===== src/logic/drc_pkg.sv =====
package drc_pkg;

	// multi-function input function codes
	localparam logic [4:0] FN_CODE_MAX = 5'h1b;
	localparam logic [4:0] FN_THREE_WIRE = 5'h11;
	localparam int NUM_INPUTS = 5;
	localparam int STD_INPUTS = 3;

	// control method codes
	localparam logic [1:0] CM_SLIP_COMP = 2'h1;

	// timing
	localparam int CLK_HZ = 125_000_000;
	localparam int PULSE_MIN_MS = 50;
	localparam int PULSE_MIN_CYC = CLK_HZ / 1000 * PULSE_MIN_MS;
	localparam int DWELL_TICK_MS = 100;
	localparam int DWELL_TICK_CYC = CLK_HZ / 1000 * DWELL_TICK_MS;
	localparam logic [6:0] DWELL_TIME_MAX = 7'h64;

	// slip formula divisor, slip in 0.01 Hz, freq in 0.01 Hz
	localparam int SLIP_DIV = 120;
	localparam logic [15:0] NOLOAD_PCT = 16'h0028;

	// motor capacity in 0.1 kW units, 0.1 to 2.2 kW
	localparam logic [4:0] CAP_MIN = 5'h01;
	localparam logic [4:0] CAP_MAX = 5'h16;

	// load inertia codes
	localparam logic [1:0] INERTIA_LOW = 2'h0;
	localparam logic [1:0] INERTIA_TEN = 2'h1;
	localparam logic [1:0] INERTIA_HIGH = 2'h2;

	typedef enum logic [3:0] {
		PH_STOP = 4'b0001,
		PH_DWELL = 4'b0010,
		PH_ACCEL = 4'b0100,
		PH_RUN = 4'b1000
	} drc_phase_t;

	typedef struct packed {
		logic [15:0] rated_current; // 0.1 A
		logic [15:0] slip_freq; // 0.01 Hz
		logic [15:0] no_load_current; // 0.1 A
		logic [6:0] efficiency; // percent
	} drc_motor_t;

	typedef struct packed {
		logic inertia_low;
		logic inertia_ten;
		logic inertia_high;
	} drc_inertia_t;

	typedef struct packed {
		drc_phase_t phase;
		logic run_latch;
		logic dwell_done;
		logic [NUM_INPUTS-1:0] in_prev;
		logic [22:0] pulse_cnt;
		logic pulse_ok;
		logic [23:0] tick_cnt;
		logic [6:0] dwell_cnt;
		logic [15:0] out_freq;
		logic [15:0] slip_add;
		logic [15:0] slip_default;
	} drc_state_t;

endpackage


===== src/logic/drc_run_control.sv =====
`timescale 1ns/1ns
module drc_run_control
	import drc_pkg::*;
#(
	// timing counts; the bench shortens them to keep runs short
	parameter int PULSE_CYC = PULSE_MIN_CYC,
	parameter int TICK_CYC = DWELL_TICK_CYC
)
(
	// clock and reset
	input wire logic i_sys_clk,
	input wire logic i_reset,
	// terminals and function codes
	input wire logic [NUM_INPUTS-1:0] i_terminals,
	input wire logic [4:0] i_input_function_code [NUM_INPUTS],
	input wire logic i_advanced_io,
	input wire logic i_stop_closed_n,
	// dwell and speed
	input wire logic [15:0] i_dwell_freq,
	input wire logic [6:0] i_dwell_time,
	input wire logic [15:0] i_target_freq,
	input wire logic [15:0] i_accel_step,
	// slip compensation setup
	input wire logic [1:0] i_control_method_code,
	input wire logic [4:0] i_motor_capacity_setting,
	input wire logic [15:0] i_rated_freq,
	input wire logic [15:0] i_rated_rpm,
	input wire logic [3:0] i_pole_count_setting,
	input wire logic [15:0] i_motor_load_pct,
	input wire logic [1:0] i_load_inertia_setting,
	// status and outputs
	output logic o_run_cmd,
	output logic o_dwell_active,
	output logic o_slip_comp_en,
	output logic [15:0] o_out_freq,
	output logic [15:0] o_slip_default,
	output drc_motor_t o_motor_defaults,
	output drc_inertia_t o_inertia,
	output logic [NUM_INPUTS-1:0] o_code_valid
);

	drc_state_t s_q;
	drc_state_t s_d;
	logic [NUM_INPUTS-1:0] tw_sel;
	logic tw_level;
	logic tw_rise;
	logic [31:0] sync_speed;
	logic [15:0] slip_calc;
	logic [15:0] rated_i;

	function automatic logic [15:0] sat_add(input logic [15:0] a, input logic [15:0] b);
		logic [16:0] s;
		s = {1'b0, a} + {1'b0, b};
		return s[16] ? 16'hffff : s[15:0];
	endfunction

	function automatic logic [15:0] step_to(input logic [15:0] cur, input logic [15:0] tgt,
		input logic [15:0] stp);
		logic [15:0] nxt;
		nxt = sat_add(cur, stp);
		return (nxt >= tgt) ? tgt : nxt;
	endfunction

	// terminals 0 to 2 may carry the three-wire function; terminals 3 and 4 only with i_advanced_io
	always_comb begin
		for (int k = 0; k < NUM_INPUTS; k++) begin
			o_code_valid[k] = (i_input_function_code[k] <= FN_CODE_MAX);
			tw_sel[k] = o_code_valid[k] && (i_input_function_code[k] == FN_THREE_WIRE)
				&& (i_advanced_io || k < STD_INPUTS);
		end
	end

	assign tw_level = |(tw_sel & i_terminals);
	assign tw_rise = |(tw_sel & i_terminals & ~s_q.in_prev);

	// synchronous speed in 0.01 Hz: rpm*poles*100/120
	assign sync_speed = (32'(i_rated_rpm) * 32'(i_pole_count_setting) * 32'd100) / 32'(SLIP_DIV);
	assign slip_calc = (32'(i_rated_freq) > sync_speed)
		? 16'(32'(i_rated_freq) - sync_speed) : 16'h0000;

	// linear capacity scaling; exact tables are not modelled
	assign rated_i = 16'(i_motor_capacity_setting) * 16'h0023;

	always_comb begin
		s_d = s_q;
		s_d.in_prev = i_terminals;
		s_d.slip_default = slip_calc;
		// pulse must stay high for the minimum width before it counts
		if (!tw_level) begin
			s_d.pulse_cnt = '0;
			s_d.pulse_ok = 1'b0;
		end else if (s_q.pulse_cnt != 23'(PULSE_CYC - 1)) begin
			s_d.pulse_cnt = s_q.pulse_cnt + 23'h1;
		end else begin
			s_d.pulse_ok = 1'b1;
		end
		if (tw_rise) begin
			s_d.pulse_ok = 1'b0;
		end
		if (!i_stop_closed_n) begin
			s_d.run_latch = 1'b0;
		end else if (s_q.pulse_ok) begin
			s_d.run_latch = 1'b1;
		end
		// slip compensation term grows with load
		if (i_control_method_code == CM_SLIP_COMP) begin
			s_d.slip_add = 16'((32'(s_q.slip_default) * 32'(i_motor_load_pct)) / 32'd100);
		end else begin
			s_d.slip_add = '0;
		end
		unique case (s_q.phase)
			PH_STOP: begin
				s_d.out_freq = '0;
				s_d.tick_cnt = '0;
				s_d.dwell_cnt = '0;
				if (s_q.run_latch) begin
					if (!s_q.dwell_done && i_dwell_time != 7'h00 && i_dwell_freq != 16'h0000) begin
						s_d.phase = PH_DWELL;
						// dwell level must show from the first dwell cycle
						s_d.out_freq = i_dwell_freq;
						s_d.dwell_done = 1'b1;
					end else begin
						s_d.phase = PH_ACCEL;
					end
				end else begin
					s_d.dwell_done = 1'b0;
				end
			end
			PH_DWELL: begin
				s_d.out_freq = i_dwell_freq;
				if (s_q.tick_cnt == 24'(TICK_CYC - 1)) begin
					s_d.tick_cnt = '0;
					s_d.dwell_cnt = s_q.dwell_cnt + 7'h1;
				end else begin
					s_d.tick_cnt = s_q.tick_cnt + 24'h1;
				end
				if (!s_q.run_latch) begin
					s_d.phase = PH_STOP;
				end else if (s_q.dwell_cnt >= i_dwell_time || s_q.dwell_cnt >= DWELL_TIME_MAX) begin
					s_d.phase = PH_ACCEL;
				end
			end
			PH_ACCEL: begin
				s_d.out_freq = step_to(s_q.out_freq, i_target_freq, i_accel_step);
				if (!s_q.run_latch) begin
					s_d.phase = PH_STOP;
				end else if (s_d.out_freq == i_target_freq) begin
					s_d.phase = PH_RUN;
				end
			end
			PH_RUN: begin
				s_d.out_freq = i_target_freq;
				if (!s_q.run_latch) begin
					s_d.phase = PH_STOP;
				end
			end
			default: begin
				s_d.phase = PH_STOP;
			end
		endcase
	end

	always_ff @(posedge i_sys_clk) begin
		if (i_reset) begin
			s_q <= '{phase: PH_STOP, default: '0};
		end else begin
			s_q <= s_d;
		end
	end

	assign o_run_cmd = s_q.run_latch;
	assign o_dwell_active = (s_q.phase == PH_DWELL);
	assign o_slip_comp_en = (i_control_method_code == CM_SLIP_COMP);
	assign o_out_freq = (s_q.phase == PH_STOP) ? 16'h0000 : sat_add(s_q.out_freq, s_q.slip_add);
	assign o_slip_default = s_q.slip_default;

	// current defaults follow capacity, clamped to the settable range; efficiency is not clamped
	always_comb begin
		o_motor_defaults.rated_current = (i_motor_capacity_setting < CAP_MIN) ? 16'h0023
			: (i_motor_capacity_setting > CAP_MAX) ? 16'(CAP_MAX) * 16'h0023 : rated_i;
		o_motor_defaults.slip_freq = 16'h00c8;
		o_motor_defaults.no_load_current =
			16'((32'(o_motor_defaults.rated_current) * 32'(NOLOAD_PCT)) / 32'd100);
		o_motor_defaults.efficiency = 7'h46 + 7'(i_motor_capacity_setting >> 1);
	end

	always_comb begin
		o_inertia.inertia_low = (i_load_inertia_setting == INERTIA_LOW);
		o_inertia.inertia_ten = (i_load_inertia_setting == INERTIA_TEN);
		o_inertia.inertia_high = (i_load_inertia_setting == INERTIA_HIGH);
	end

endmodule


===== config.mk =====
export PLATFORM = sky130hd
export DESIGN_NAME = drc_run_control
export DESIGN_NICKNAME = d
export VERILOG_FILES = /design/src/logic/drc_pkg.sv /design/src/logic/drc_run_control.sv
export SDC_FILE = /design/constraint.sdc
export NUM_CORES = 2
export LEC_CHECK = 0
export ABC_AREA = 1
export BUFFER_PORTS_ARGS = -buffer_cell sky130_fd_sc_hd__buf_2
export CORE_MARGIN = 1.5
export CORE_UTILIZATION = 40
export DETAILED_ROUTE_END_ITERATION = 12
export PLACE_DENSITY_LB_ADDON = 0.25
export SETUP_SLACK_MARGIN = 0.4
export SYNTH_ARGS = -nofsm -noshare
export SYNTH_HDL_FRONTEND = slang
export SYNTH_SLANG_ARGS = --single-unit

===== constraint.sdc =====
create_clock -name i_sys_clk -period 23.3 [get_ports i_sys_clk]
set_input_delay 2.33 -clock i_sys_clk [delete_from_list [all_inputs] [get_ports i_sys_clk]]
set_output_delay 2.33 -clock i_sys_clk [all_outputs]
set_load 0.05 [all_outputs]

Word level (Yosys, flattened, before mapping)
Index checks and enable logic that the tools add are counted.
{"block": "totals", "reg_bits": 114, "out_inout_bits": 98}
{"block": "op_classes", "add_sub_neg": 7, "mul": 5, "div": 3, "magnitude_cmp": 11, "n_eq_ne": 21, "n_mux": 22, "bitwise_logic": 7, "reduce_logical": 25}
{"operator": "16-bit 2-to-1 mux", "count": 6}
{"operator": "16-bit one-hot mux with 4 select lines", "count": 1}
{"operator": "31-bit one-hot mux with 2 select lines", "count": 1}
{"operator": "16-bit by 16-bit adder with 17-bit output", "count": 2}
{"operator": "22-bit by 7-bit divider with 32-bit output (second input constant)", "count": 1}
{"operator": "27-bit by 7-bit divider with 32-bit output (second input constant)", "count": 1}
{"operator": "32-bit by 7-bit divider with 32-bit output (second input constant)", "count": 1}
{"operator": "16-bit by 32-bit greater-than comparator with 1-bit output", "count": 1}
{"operator": "16-bit by 16-bit multiplier with 32-bit output", "count": 1}
{"operator": "5-bit equality test (second input constant)", "count": 5}
{"operator": "5-bit less-or-equal comparator (second input constant)", "count": 5}
{"operator": "20-bit by 5-bit multiplier with 25-bit output (second input constant)", "count": 1}
{"operator": "24-bit by 1-bit adder with 24-bit output (second input constant)", "count": 1}
{"operator": "24-bit equality test (second input constant)", "count": 1}
{"operator": "24-bit 2-to-1 mux", "count": 1}
{"operator": "4-bit 2-to-1 mux", "count": 6}
{"operator": "23-bit by 1-bit adder with 23-bit output (second input constant)", "count": 1}
{"operator": "23-bit inequality test (second input constant)", "count": 1}
{"operator": "11-bit 2-to-1 mux", "count": 2}
{"operator": "16-bit by 4-bit multiplier with 20-bit output", "count": 1}
{"operator": "16-bit equality test", "count": 1}
{"operator": "16-bit >= comparator", "count": 1}
{"operator": "4-bit one-hot mux with 4 select lines", "count": 1}
{"operator": "16-bit nonzero test", "count": 1}
{"operator": "other kinds (37)", "count": 57}

Logic depth before layout (Yosys ltp)
{"block": "logic_depth", "ltp_word": 8, "depth_mapped": 209}

Worst setup path before layout
OpenSTA, ideal clock, no wires.
{"block": "synth_timing", "kind": "input to register", "from": "input port i_pole_count_setting[3]", "to": "register s_q, in the netlist o_slip_default[15]", "arrival_ns": 22.964, "required_time_ns": 23.228, "slack_ns": 0.264, "cell_stages": 191, "n_path_buf": 14, "cell_sequence": "clkbuf_1 clkbuf_1 nand2_1 fa_1 inv_1 fa_1 ha_1 nand2_1 nor2_1 a211oi_1 nor2_1 o21ai_0 nand2_1 a21oi_1 o21bai_1 a21oi_1 inv_1 a21oi_1 (+155 left out) nand2_1 inv_1 nor2_1 inv_1 a21oi_1 nor2_1 nor2_1 o21bai_1 nand2_1 inv_1 o21ai_0 nand2_1 a21oi_1 o21bai_1 a21oi_1 o21ai_0 or2_2 a21oi_1"}
{"block": "synth_between", "elab_chain_cells": 6, "elab_cells_between_ends": 7, "cone_classes": "1 x add/sub; 2 x mul; 1 x div; 1 x order compare; 1 x bitwise; 1 x reduce/logical"}
{"item": "start: declaration", "line": "drc_run_control.sv:28", "rtl": "input wire logic [3:0] i_pole_count_setting,"}
{"item": "16-bit by 4-bit multiplier with 20-bit output (*)", "line": "drc_run_control.sv:77", "rtl": "assign sync_speed = (32'(i_rated_rpm) * 32'(i_pole_count_setting) * 32'd100) / 32'(SLIP_DIV);"}
{"item": "20-bit by 5-bit multiplier with 25-bit output (*)", "line": "drc_run_control.sv:77"}
{"item": "27-bit by 7-bit divider with 32-bit output (*)", "line": "drc_run_control.sv:77"}
{"item": "16-bit by 32-bit greater-than comparator with 1-bit output", "line": "drc_run_control.sv:78", "rtl": "assign slip_calc = (32'(i_rated_freq) > sync_speed)"}
{"item": "1-bit inverter (no source line)"}
{"item": "2-bit OR reduction (no source line)"}
{"item": "end signal: assignment", "line": "drc_run_control.sv:165", "rtl": "s_q <= '{phase: PH_STOP, default: '0};"}
{"item": "end signal: assignment", "line": "drc_run_control.sv:167", "rtl": "s_q <= s_d;"}
{"item": "end: declaration", "line": "drc_run_control.sv:42", "rtl": "drc_state_t s_q;"}
Every way passes the cells marked *; elsewhere a longest branch is shown, timed or not.
A chain may end at the register's enable or synchronous reset.

Worst setup path after layout
{"block": "layout_timing", "from": "input port i_rated_rpm[3]", "to": "register s_q, in the netlist o_slip_default[3]"}
{"block": "layout_between", "elab_chain_cells": 6, "elab_cells_between_ends": 7, "cone_classes": "1 x add/sub; 2 x mul; 1 x div; 1 x order compare; 1 x bitwise; 1 x reduce/logical"}
{"item": "start: declaration", "line": "drc_run_control.sv:27", "rtl": "input wire logic [15:0] i_rated_rpm,"}
{"item": "16-bit by 4-bit multiplier with 20-bit output (*)", "line": "drc_run_control.sv:77"}
{"item": "20-bit by 5-bit multiplier with 25-bit output (*)", "line": "drc_run_control.sv:77"}
{"item": "27-bit by 7-bit divider with 32-bit output (*)", "line": "drc_run_control.sv:77"}
{"item": "16-bit by 32-bit greater-than comparator with 1-bit output", "line": "drc_run_control.sv:78"}
{"item": "1-bit inverter (no source line)"}
{"item": "2-bit OR reduction (no source line)"}
Marked as above.

==> reports/qor.yml <==
run_status:
  status: "finished with violations"
  violations: "negative setup slack"
worst_setup_path:
  cp-end-kind: "flip-flop"
  cp_slowest_stage_delay_ns: 0.56
  rr_startpoint: "o_slip_default[11]"
  r2r_slack_ns: 3.55
  cpMaxStageDelayCell: "fa_2"
  cpMostUsedCell: "buf_4"
  worst-endpoint-arrival_ns: 24.29
  critPathLaunchType: "input port"
  r2r_end: "s_q[16]"
  crit_type: "input port to flip-flop"
  cp.required_ns: 23.61
  ff2ff_path_depth: 128
  path_max_fanout: 8
clocking:
  cts_root_buffer: "clkbuf_16"
  cts_sinks: 114
  clk_pin_slew_ns: 0.06
  cts_htree_levels: 4
  cts_tree: "yes"
  clk_path_buf_depth: 2
  cts_buffers: 17
  clkLatencyLatePin_ns: 0.43
placed_design:
  place_congestion: 0.904
  placed_area_mm2: 0.0412
  hpwlAfterDp_mm: 86.1
  portBuffers: 219
timing:
  min_period_over_period: 1.03
  tightest_slew_ns: 1.09
  hold_ws_ns: 0.461
  fmax_mhz: 41.7
  drv_slew: 0
  finalClockSkew_ns: 0.0138
  grt_setup_unrepaired: "true"
  worst_slack_ns: -0.679
  fin_crit_ns: 23.98
  setup_viol: 16
  final_hold_viol_count: 0
  max_slew_margin: 0.267
die:
  dieWidth_um: 300
  core_mm2: 0.0872
  floorplan.initialDensity: 0.406
  die_h_um: 300
  ios: 248
  die_area_mm2: 0.0902
  rows: 108
yosys:
  ys_seq_elements: 114
  synth_seq_area_share: 0.0645
  syn-mean-instance-area_um2: 6.00
  syn_area_mm2: 0.0354
  ys_types: 77
  synth-main-ff-cell: "dfxtp_1"
  yosysWarnings: 0
  syn-instance-count: 5891
  async_flop_share: 0
  synth_edf_count: 0
route:
  met3_length_mm: 4.31
  wl_met1_mm: 48.8
  routed_via_density: 5.02
  routedWlPerCell_um: 14.1
  dr_wl_met2_mm: 56.4
  first_iter_violations: 2249
  routed_wl_mm: 112
  ant_nets: 0
  drcViolationCount: 0
  drtPass1Iterations: 8
  vias: 39893
  routed.top_layer: "met5"
grt:
  grt_max_degree: 40
  grt_use_total: 0.232
  grt_pass1_wl_mm: 177
  grt_overflow: 0
  antenna_found_initial: 6
  grt_pass1_vias: 37382
cells_and_area:
  nNetsFinal: 7473
  stdcell_area_mm2: 0.0472
  area_delta_synth_final_pct: 33.5
  drive_gt1_frac: 0.272
min_path:
  hold_path.class: "flip-flop to flip-flop"
  hold_depth: 2
  min_to: "s_q[99]"
  hp-start: "s_q[99]"
job:
  max_cap_viol_count: 0
-- kinds of logic (layout without fill, tap and decap cells) --
logic type	Yosys count	count (layout)	synth area share
AOI/OAI and AO/OA	587	587	0.0979
xor gates and xnor gates	186	186	0.0467
buffers and inverters	1397	2250	0.157
other	2	30	0.000212
muxes	1	1	0.000283
adders and majority gates	553	553	0.247
and+or+nand+nor	3051	3064	0.386
DFF	114	114	0.0645
-- cells in the final DEF, fill, tap and decap left out, types with 28 or more instances in the layout --
cell,netlist,routed
nor2_1,425,323
inv_1,1171,1152
buf_4,49,701
nand4_1,159,159
dfxtp_1,114,114
xnor2_1,53,50
nand3_4,5,35
o21bai_1,34,31
nor2_4,15,84
buf_2,11,205
ha_1,311,293
fa_1,242,239
inv_2,40,50
nand2_4,22,83
xor2_1,130,123
nand3_1,439,339
nand3_2,22,94
nand2_1,1699,1497
nor2_2,36,69
buf_6,12,67
o21ai_0,149,133
nor3_1,52,41
conb_1,2,28
a21oi_1,233,205
nand2_2,79,218
-- synthesized netlist by cell type (all sizes together) (9+ instances only) --
master	number	area share
inv	1211	0.13
clkinv	13	0.0014
o21a	12	0.0025
clkbuf	95	0.010
o22ai	23	0.0041
o21bai	35	0.0077
a21oi	245	0.037
or2	20	0.0035
fa	242	0.14
nand3	466	0.071
nand2	1804	0.20
nand3b	20	0.0042
nor4	25	0.0044
o31ai	9	0.0021
nand4	165	0.030
nor2	477	0.057
buf	77	0.017
dfxtp	114	0.065
a221oi	12	0.0030
nor3	56	0.0090
xor2	132	0.033
a31oi	18	0.0032
o211ai	21	0.0045
o21ai	175	0.026
ha	311	0.11
xnor2	54	0.014
-- flip-flops by register name, indices dropped and copies added (netlist names) --
name	count
o_slip_default	16
o_run_cmd	1
s_q	97
-- through the flow --
stage	TNS [ns]	setup slack, ns	util	cells
after floorplan	0	0.409	-	5917
after global placement	-10.35	-1.01	0.473	7660
after detailed placement	-19.51	-1.62	0.473	7660
after CTS	-0.144	-0.109	0.502	7814
after global routing	-32.94	-2.31	0.542	7940
final	-7.86	-0.679	0.542	7940
-- metal layers --
metal | up-vias | GRT usage
met5 | - | 0
met4 | 4 | 0.0513
li1 | 20180 | -
met3 | 209 | 0.0178
met1 | 18582 | 0.295
met2 | 918 | 0.425
-- repair_timing --
item                       in CTS  in global routing
pin swaps                     128                276
setup endpoints to repair      16                 20
cloned                         10                  5
hold buffers                    0                  0
setup buffers                 112                119
gates resized for setup       232                628
-- cell type report --
type / count / area, um2
fill: 8339 / 39900
multi-input combinational: 4419 / 30800
timing repair buffer: 994 / 7390
inverter: 1224 / 4640
sequential: 114 / 2280
tap: 1155 / 1450
clock buffer: 20 / 457
clock inverter: 12 / 179
antenna: 2 / 5.00
-- worst max-delay path: cells and delay by family --
kind	cells	cell delay, ns
AOI/OAI and AO/OA	10	1.69
adders and majority gates	8	2.98
buffers and inverters	54	6.37
xor gates and xnor gates	2	0.26
and+or+nand+nor	111	10.55
-- how the worst max path moves through the flow --
stage	from	to	slack, ns	cells past startpoint
floorplan	i_pole_count_setting[3]	o_slip_default[15]	0.41	191
global placement	i_pole_count_setting[1]	o_slip_default[15]	-1.01	179
detailed placement	i_pole_count_setting[1]	o_slip_default[15]	-1.62	185
CTS	i_pole_count_setting[3]	o_slip_default[15]	-0.11	183
global route	i_pole_count_setting[2]	o_slip_default[15]	-2.31	192
finish	i_rated_rpm[3]	o_slip_default[3]	-0.68	185
Power is not shown: default switching activity piles up to over one toggle a cycle in this logic, so the estimate is an artifact.
